File: src/core/tfdw_pkg.sv
// package for the transmit-fifo direct write port
// assumes a single 40 MHz core clock; host strobes arrive asynchronously
package tfdw_pkg;
  localparam int          DATA_W      = 32;       // full data bus width
  localparam int          HALF_W      = 16;       // width kept in 16-bit mode
  localparam int          ADDR_W      = 7;        // address lines a[7:1]
  localparam int          WORD_SEL_W  = 2;        // a[2:1] word select
  localparam int          CLK_PS      = 25000;    // clock period in ps
  localparam int          T_ASSERT_NS = 32;       // least joint assertion
  localparam int          T_DEASS_NS  = 13;       // least gap between cycles
  // fewest cycles the sampled strobes must stay seen low, rounded down, at least 1
  localparam int          ASSERT_CYC  =
    ((T_ASSERT_NS * 1000) / CLK_PS) < 1 ? 1 : (T_ASSERT_NS * 1000) / CLK_PS;
  localparam logic [1:0]  SYNC_IDLE   = 2'h3;     // strobes idle high
  localparam logic [DATA_W-1:0] DATA_RST = 32'h0000_0000;  // data reset value
  localparam logic [ADDR_W-1:0] ADDR_RST = 7'h00;          // address reset

  // one captured host write
  typedef struct packed {
    logic [DATA_W-1:0]     data;   // written word
    logic [WORD_SEL_W-1:0] word;   // a[2:1]
  } tfdw_fifo_word_s;

  typedef struct packed {
    logic [DATA_W-1:0] data;       // written word
    logic [ADDR_W-1:0] addr;       // a[7:1]
  } tfdw_reg_write_s;

  // write cycle tracker
  typedef enum logic [0:0] {
    TFDW_IDLE   = 1'b0,            // waiting for a joint assertion
    TFDW_ACTIVE = 1'b1             // cycle in progress
  } tfdw_state_e;
endpackage : tfdw_pkg

File: src/core/tfdw_port.sv
// write side of the host bus with the fifo-direct select
// assumes host strobes, address, data and select come straight from pins
`timescale 1ns/100ps
`default_nettype none
// Behaviour
// select high: ignore upper address, write fifo
// 32-bit data bus, optional 16-bit width
// 16-bit mode: ignore upper data half
// keep a[2:1], drop a[7:3] in fifo mode
// cycle spans joint strobe assertion, any order
// host holds strobes jointly low 32 ns
// host keeps a 13 ns gap between cycles
// select low: normal address decode to registers
//
// timing of one write, counted in core clock edges:
//   the strobes pass two flops, so a joint low on the pins is seen
//   by the cycle tracker two edges after it appears
//   address and select are latched on the edge that opens the cycle,
//   which is why the host must hold them from the strobe fall onward
//   data is re-sampled on every edge while the joint low is seen, so
//   the last word on the bus before the strobes rise is the one kept
//   the close is seen two edges after the first strobe rises, and the
//   one-cycle valid pulse follows on the next edge
//
// hazards and limits:
//   a joint low shorter than one clock may be missed entirely; the
//   host's least assertion time keeps every joint low visible; its
//   13 ns gap is under one clock, so two cycles may merge
//   data and address cross as plain bits through two flops each; this
//   is safe only because the host keeps them steady around the strobes
//   the width strap is read at the close of each cycle, so changing it
//   while a cycle is open affects that cycle's word
//   the register route carries a plain strobe and address; the
//   registers themselves live elsewhere
//
module tfdw_port
  import tfdw_pkg::*;
(
  input  wire logic                  clock,           // core clock
  input  wire logic                  resetn,          // async reset, low
  input  wire logic                  chip_select_n,   // host chip select
  input  wire logic                  write_strobe_n,  // host write strobe
  input  wire logic                  fifo_select,     // fifo-direct select
  input  wire logic [ADDR_W-1:0]     addr,            // host a[7:1]
  input  wire logic [DATA_W-1:0]     data_in,         // host data bus
  input  wire logic                  bus_16bit,       // 16-bit width strap
  output var  tfdw_fifo_word_s       fifo_write,      // fifo word
  output logic                       fifo_write_valid,// one-cycle pulse
  output var  tfdw_reg_write_s       reg_write,       // register write
  output logic                       reg_write_valid  // one-cycle pulse
);
  logic [1:0] strobe_sync1;          // first synchroniser stage
  logic [1:0] strobe_sync2;          // second synchroniser stage
  logic       fsel_sync1;            // select, first stage
  logic       fsel_sync2;            // select, second stage
  logic       width_sync1;           // width, first stage
  logic       width_sync2;           // width, second stage
  logic [ADDR_W-1:0] addr_sync1;     // address first stage
  logic [ADDR_W-1:0] addr_sync2;     // address second stage
  logic [DATA_W-1:0] data_sync1;     // data first stage
  logic [DATA_W-1:0] data_sync2;     // data second stage
  logic [DATA_W-1:0] data_hold;      // last data seen during the cycle
  logic [ADDR_W-1:0] addr_hold;      // address latched at cycle start
  logic       fsel_hold;             // select latched at cycle start
  tfdw_state_e state;                // cycle tracker
  tfdw_state_e next_state;           // next tracker state

  // both strobes low means the cycle is live
  wire logic joint_low   = (strobe_sync2 == 2'h0);
  wire logic cycle_start = (state == TFDW_IDLE) && joint_low;
  wire logic cycle_end   = (state == TFDW_ACTIVE) && !joint_low;
  // upper half masked when narrow
  wire logic [DATA_W-1:0] data_masked = width_sync2 ?
    {{(DATA_W-HALF_W){1'b0}}, data_hold[HALF_W-1:0]} : data_hold;
  wire logic do_fifo = cycle_end && fsel_hold;
  wire logic do_reg  = cycle_end && !fsel_hold;

  always_comb begin
    next_state = state;
    case (state)
      TFDW_IDLE:   if (joint_low) next_state = TFDW_ACTIVE;
      TFDW_ACTIVE: if (!joint_low) next_state = TFDW_IDLE;
      default:     next_state = TFDW_IDLE;
    endcase
  end

  // two-flop synchronisers for every pin but resetn
  always_ff @(posedge clock or negedge resetn) begin
    if (!resetn) begin
      strobe_sync1 <= SYNC_IDLE;
      strobe_sync2 <= SYNC_IDLE;
      fsel_sync1   <= 1'b0;
      fsel_sync2   <= 1'b0;
      width_sync1  <= 1'b0;
      width_sync2  <= 1'b0;
      addr_sync1   <= ADDR_RST;
      addr_sync2   <= ADDR_RST;
      data_sync1   <= DATA_RST;
      data_sync2   <= DATA_RST;
    end else begin
      strobe_sync1 <= {chip_select_n, write_strobe_n};
      strobe_sync2 <= strobe_sync1;
      fsel_sync1   <= fifo_select;
      fsel_sync2   <= fsel_sync1;
      width_sync1  <= bus_16bit;
      width_sync2  <= width_sync1;
      addr_sync1   <= addr;
      addr_sync2   <= addr_sync1;
      data_sync1   <= data_in;
      data_sync2   <= data_sync1;
    end
  end

  // track the cycle; data follows the bus until the strobes rise
  always_ff @(posedge clock or negedge resetn) begin
    if (!resetn) begin
      state     <= TFDW_IDLE;
      data_hold <= DATA_RST;
      addr_hold <= ADDR_RST;
      fsel_hold <= 1'b0;
    end else begin
      state <= next_state;
      if (joint_low) data_hold <= data_sync2;  // data set up before rise
      if (cycle_start) begin
        addr_hold <= addr_sync2;
        fsel_hold <= fsel_sync2;
      end
    end
  end

  // deliver the word when the cycle closes
  always_ff @(posedge clock or negedge resetn) begin
    if (!resetn) begin
      fifo_write       <= '0;
      fifo_write_valid <= 1'b0;
      reg_write        <= '0;
      reg_write_valid  <= 1'b0;
    end else begin
      fifo_write_valid <= do_fifo;
      reg_write_valid  <= do_reg;
      if (do_fifo) begin
        fifo_write.data <= data_masked;
        fifo_write.word <= addr_hold[WORD_SEL_W-1:0];
      end
      if (do_reg) begin
        reg_write.data <= data_masked;
        reg_write.addr <= addr_hold;
      end
    end
  end

  // assertions
  chk_fifo_on_end: assert property (@(posedge clock) disable iff (!resetn)
    (state == TFDW_ACTIVE && !joint_low && fsel_hold) |=> fifo_write_valid)
    else $error("fifo write missing at cycle end");
  chk_reg_on_end: assert property (@(posedge clock) disable iff (!resetn)
    (state == TFDW_ACTIVE && !joint_low && !fsel_hold) |=> reg_write_valid)
    else $error("register write missing at cycle end");
  chk_no_both: assert property (@(posedge clock) disable iff (!resetn)
    !(fifo_write_valid && reg_write_valid))
    else $error("fifo and register write together");
  chk_half_mask: assert property (@(posedge clock) disable iff (!resetn)
    (fifo_write_valid && width_sync2 && $stable(width_sync2))
      |-> fifo_write.data[DATA_W-1:HALF_W] == '0)
    else $error("upper half not masked");
  chk_word_sel: assert property (@(posedge clock) disable iff (!resetn)
    do_fifo |=> fifo_write.word == $past(addr_hold[WORD_SEL_W-1:0]))
    else $error("word select not kept");
  chk_full_data: assert property (@(posedge clock) disable iff (!resetn)
    (do_fifo && !width_sync2) |=> fifo_write.data == $past(data_hold))
    else $error("32-bit data altered");
  chk_start_req: assert property (@(posedge clock) disable iff (!resetn)
    $rose(fifo_write_valid) |-> $past(state == TFDW_ACTIVE))
    else $error("write without joint assertion");
  chk_one_pulse: assert property (@(posedge clock) disable iff (!resetn)
    fifo_write_valid |=> !fifo_write_valid)
    else $error("fifo pulse longer than one cycle");

  // register route keeps the full address latched at cycle start
  chk_reg_addr: assert property (@(posedge clock) disable iff (!resetn)
    do_reg |=> reg_write.addr == $past(addr_hold))
    else $error("register address not kept");

  // register route carries the full word in 32-bit mode
  chk_reg_data: assert property (@(posedge clock) disable iff (!resetn)
    (do_reg && !width_sync2) |=> reg_write.data == $past(data_hold))
    else $error("register data altered");

  // fifo word stands untouched between writes
  chk_fifo_steady: assert property (@(posedge clock) disable iff (!resetn)
    !fifo_write_valid |-> $stable(fifo_write))
    else $error("fifo word changed without a write");

  // register word stands untouched between writes
  chk_reg_steady: assert property (@(posedge clock) disable iff (!resetn)
    !reg_write_valid |-> $stable(reg_write))
    else $error("register word changed without a write");

  // register write pulse lasts a single cycle
  chk_reg_pulse: assert property (@(posedge clock) disable iff (!resetn)
    reg_write_valid |=> !reg_write_valid)
    else $error("register pulse longer than one cycle");

  // a fifo write only follows a closed cycle
  chk_end_idle: assert property (@(posedge clock) disable iff (!resetn)
    fifo_write_valid |-> state == TFDW_IDLE)
    else $error("fifo write while cycle open");

  // a register write only follows a closed cycle
  chk_reg_idle: assert property (@(posedge clock) disable iff (!resetn)
    reg_write_valid |-> state == TFDW_IDLE)
    else $error("register write while cycle open");

  // a register write needs a cycle that was open
  chk_reg_start: assert property (@(posedge clock) disable iff (!resetn)
    $rose(reg_write_valid) |-> $past(state == TFDW_ACTIVE))
    else $error("register write without joint assertion");

  // fifo route taken only with the select latched high
  chk_fifo_sel: assert property (@(posedge clock) disable iff (!resetn)
    fifo_write_valid |-> $past(fsel_hold))
    else $error("fifo write without select");

  // register route taken only with the select latched low
  chk_reg_sel: assert property (@(posedge clock) disable iff (!resetn)
    reg_write_valid |-> !$past(fsel_hold))
    else $error("register write with select high");
endmodule : tfdw_port
`default_nettype wire

File: config.mk
export PLATFORM = sky130hd
export DESIGN_NAME = tfdw_port
export DESIGN_NICKNAME = d
export VERILOG_FILES = /design/src/core/tfdw_pkg.sv /design/src/core/tfdw_port.sv
export SDC_FILE = /design/constraint.sdc
export NUM_CORES = 1
export LEC_CHECK = 0
export BUFFER_PORTS_ARGS = -buffer_cell sky130_fd_sc_hd__buf_2
export CORE_ASPECT_RATIO = 0.75
export CORE_UTILIZATION = 39
export CTS_CLUSTER_DIAMETER = 120
export DETAILED_ROUTE_END_ITERATION = 8
export PLACE_DENSITY = 0.56
export SLEW_MARGIN = 20
export SYNTH_ARGS = -nofsm -noshare
export SYNTH_HDL_FRONTEND = slang
export SYNTH_SLANG_ARGS = --single-unit
export TNS_END_PERCENT = 5
File: constraint.sdc
create_clock -name clock -period 1.96 [get_ports clock]
set_input_delay 0.392 -clock clock [delete_from_list [all_inputs] [get_ports clock]]
set_output_delay 0.392 -clock clock [all_outputs]
set_load 0.005 [all_outputs]
* Word-level counts from Yosys, hierarchy flattened
Cells that the tools add are included.
Word-level totals: output and inout port bits 75, logic and storage cells 30, register bits 202
Cells by class: reduce and logical (&&, ||, !) cells 7, bitwise gates (word level) 1, multiplexer cells 2
Operators with widths (count):
- 32-bit two-way mux | 1
- 1-bit logical AND | 4
- 1-bit zero test | 2
- 2-bit zero test | 1
- 1-bit two-way mux | 1
- 1-bit NOT | 1

* Longest topological paths before layout
word-level depth 4, mapped depth 4

* Worst setup path before layout
OpenSTA, ideal clock, no wires.
kind register to register, start point reg strobe_sync2[1], end point reg reg_write[11] (netlist bit), library setup time 125 ps, cell stages (with the launch flop) 5, arrival 1399 ps, clock period less this slack 1523 ps, path buffers 1, setup slack 437 ps, cell sequence dfstp_2 nor2_4 nor3b_4 buf_6 mux2_2
On the way: longest elaborated chain between the ends 4
RTL lines:
- start: declaration | line tfdw_port.sv:53 | logic [1:0] strobe_sync2;
- start signal: assignment | line tfdw_port.sv:102 | strobe_sync2 <= strobe_sync1;
- 2-bit zero test | line tfdw_port.sv:69 | wire logic joint_low = (strobe_sync2 == 2'h0);
- 1-bit zero test
- 1-bit logical AND | line tfdw_port.sv:71 | wire logic cycle_end = (state == TFDW_ACTIVE) && !joint_low;
- 1-bit logical AND | line tfdw_port.sv:76 | wire logic do_reg = cycle_end && !fsel_hold;
- end: declaration | line tfdw_port.sv:49 | output var tfdw_reg_write_s reg_write,
No other way between the ends. A chain may end at the register's enable or synchronous reset.

* Final worst setup path
start point reg strobe_sync2[1], end point reg reg_write[26] (netlist bit)
The elaborated chain is that of the path after synthesis.

==> run metrics <==
TritonCTS Sinks 202; Max clock buf depth 3; primary flip-flop cell chosen by synthesis mapping dfrtp_1; standard-cell row count 40; synthesis-to-layout area growth 27.7%; H-tree levels 1; mapped cell area 0.00658 sq mm; adder and majority cell fraction of the synthesized area 0%; share of final-layout standard cells stronger than drive strength 1 53.2%; largest net degree at the start of global routing 50; ordered cell list for the critical path nor2_4 > nor3b_4 > buf_12 > mux2_2; Switching Fraction 23.6%; cell at the slowest stage of the critical path dfstp_2; Peak supply drop 0.600 mV; area share of xor/xnor cells in the synthesized design 0%; clock tree from TritonCTS yes; post-synthesis area per instance 18.9 sq um; Tightest Hold Check Type in2reg; number of top-level design ports 120; most frequent cell after synthesis dfrtp_1; antenna violation net count after detailed routing 0; fraction of the cycle the final worst path needs 84.9%; critical path endpoint category flop; violations in the final reports design-rule violations; result of the run finished, violations left; maximum clock skew at final layout 0.0135 ns; Synthesis Warnings 0; simple-gate area share of the yosys netlist 2.13%; max-slew headroom at the worst pin 55.6%; first-pass GRT wire length 19.0 mm; Initial Utilization 40.4%; number of storage elements in the synthesis netlist 202; post-detail-place hpwl 7.28 mm; number of enable-type register cells in the synthesized netlist 0; largest fanout of any net on the critical path 32; Port Buffers 119; clock network fraction of design power 34.8%; crit path from strobe_sync2[1]$_DFF_PN1_; detailed-route DRC error count 32; FMAX 0.601 GHz; Pre-antenna DRT Iters 6; area share of the largest cell type after synthesis 75.4%; most common library cells after synthesis 198 x dfrtp_1, 111 x mux2_2, 16 x nor2b_1; mean routed wirelength per cell 15.8 microns; post-layout minimum cycle time 1.66 ns; launch instance of the worst min-delay path data_in[30]; Yosys top cell by area dfrtp_1; Setup violations, final 0; delay of the slowest critical-path stage 0.60 ns; Iter 0 DRT Violations 102; floorplan core area 0.0163 sq mm; number of antenna violations at the first check in global routing 0; Placer Congestion 0.708; share of power burned in combinational logic 15.1%; post-synthesis mux area share 19.4%; Int Pwr 8.16 mW; cell type group with the largest total delay on the critical path flip-flops; NumNets Final 554; CP Launch Type flop; Max Transition Viols Final 0; Setup TNS Final 0 ns; share of the synthesized area in compound gates (AO/OA/AOI/OAI) 0.190%; Async S/R FF share, synth 100%; detail-routed via count per cell 4.58; Maximum Capacitance Violations 0; number of hold-slack violations in the final timing report 0; total power 10.7 mW; main combinational cell family by area after synthesis multiplexers; category of the most critical setup path reg2reg; CTS Root Cell clkbuf_16; Cells after Synth 347; Worst Tran Pin Value 0.666 ns; crit path buf inv count 1; register clock-pin slew on the reported worst setup and hold paths 0.06 ns; total die area 0.0174 sq mm; total leakage power 3.95 nW; Setup Fix Bufs, Post-CTS 0; top area cells in the synthesized netlist dfrtp_1 75%, mux2_2 19%, dfstp_2 1.6%, nor2b_1 1.5%, buf_6 0.69%; sequential share of power 50.1%; wirelength, routed 11.6 mm; worst reg2reg path startpoint strobe_sync2[1]$_DFF_PN1_; power density relative to cell area 1270 mW/mm^2; number of CTS-inserted buffers 20; Remaining Overflow, GRT 0; clock latency on the worst-skew pair 0.48 ns; RSZ-0062 raised after global routing no; count of different cell masters after synthesis 14; arrival time of the worst setup path 2.02 ns; number of global-route vias before repair 3532; overall die width 152 microns; Hold Slack 0.0191 ns; NetSw 2.51 mW; GR Util All Layers 14.1%; Worst EP required 2.32 ns; share of synthesized area occupied by flip-flops and latches 77.0%; routed vias 3360; height of the die 114 microns; Post-Synthesis Net Count 392
-- layer usage --
layer,share of wire [%],wire [microns],global-route usage [%]
met1,47,5430,20.0
met2,44,5120,21.5
met3,7.1,822,3.94
met4,1.7,196,3.33
met5,0,0,0
-- power groups by stage --
stage / Sequential (mW) / Clock, mW / Combinational, mW
2_1_floorplan: 5.40 / 0 / 0.712
3_5_place_dp: 5.43 / 0 / 1.61
4_1_cts: 5.36 / 3.84 / 1.64
6_report: 5.35 / 3.72 / 1.61
5_1_grt: 5.46 / 4.01 / 1.78
3_3_place_gp: 5.40 / 0 / 1.57
-- stage by stage --
step	setup slack (ns)	util (%)	cells	instance area, sq um
floorplan	0.437	-	347	6580
global placement	0.341	46.3	676	7530
detailed placement	0.301	46.3	676	7530
CTS	0.281	51.3	729	8350
global route	0.227	51.6	733	8390
finish	0.296	51.6	734	8390
-- kinds of logic (layout without fill, tap and decap cells) --
| group | count (synthesis) | after routing |
|---|---|---|
| DFF | 202 | 202 |
| muxes | 113 | 113 |
| and+or+nand+nor | 19 | 19 |
| buffers and inverters | 12 | 188 |
| AOI/OAI and AO/OA | 1 | 1 |
| other | 0 | 1 |
-- worst register-to-register path, stage by stage (launching register included) --
cell and delay, ns:
dfstp_2 0.60, nor2_4 0.06, nor3b_4 0.23, buf_12 0.27, mux2_2 0.38
-- area by class of cell --
cell class | count | area [sq um]
timing repair buffer | 151 | 985
antenna | 1 | 2.50
inverter | 1 | 3.75
sequential | 202 | 5060
clock buffer | 31 | 593
clock inverter | 5 | 53.8
tap | 210 | 263
multi-input combinational | 133 | 1430
fill | 1347 | 7870
-- cell usage in the layout (no fill, tap or decap), drive strengths merged --
master | netlist | layout
o211ai | 1 | 1
buf | 10 | 129
nor3 | 1 | 1
clkinv | 0 | 4
dfstp | 4 | 4
diode | 0 | 1
dlygate4sd3 | 0 | 21
nor2 | 1 | 1
bufinv | 0 | 1
nor2b | 16 | 16
mux2 | 113 | 113
inv | 1 | 1
nor3b | 1 | 1
dfrtp | 198 | 198
clkbuf | 1 | 32
-- what timing repair did --
item | CTS | global route
hold endpoints to repair | 55 | 4
resized for setup | 0 | 0
hold buffers | 17 | 4
-- worst paths after layout --
kind                                               to  slack, ns  depth (start not counted)
min reg2reg                  data_sync2[30]$_DFF_PN0_       0.35                          0
max                         reg_write[26]$_DFFE_PN0P_       0.30                          4
max in group asynchronous  fifo_write[33]$_DFFE_PN0P_       0.93                          3
max reg2reg                 reg_write[26]$_DFFE_PN0P_       0.30                          4
min                          data_sync1[30]$_DFF_PN0_       0.02                          1
min in group asynchronous   data_hold[14]$_DFFE_PN0N_       0.42                          2
-- flip-flops by register name, indices dropped and copies added (netlist names) --
register	cells
state	1
data_sync1	32
fifo_write	34
fsel_sync1	1
addr_sync1	7
reg_write_valid	1
strobe_sync1	2
addr_hold	7
fifo_write_valid	1
data_sync2	32
data_hold	32
fsel_sync2	1
fsel_hold	1
width_sync2	1
strobe_sync2	2
addr_sync2	7
reg_write	39
width_sync1	1
(Power assumes the default switching activity.)
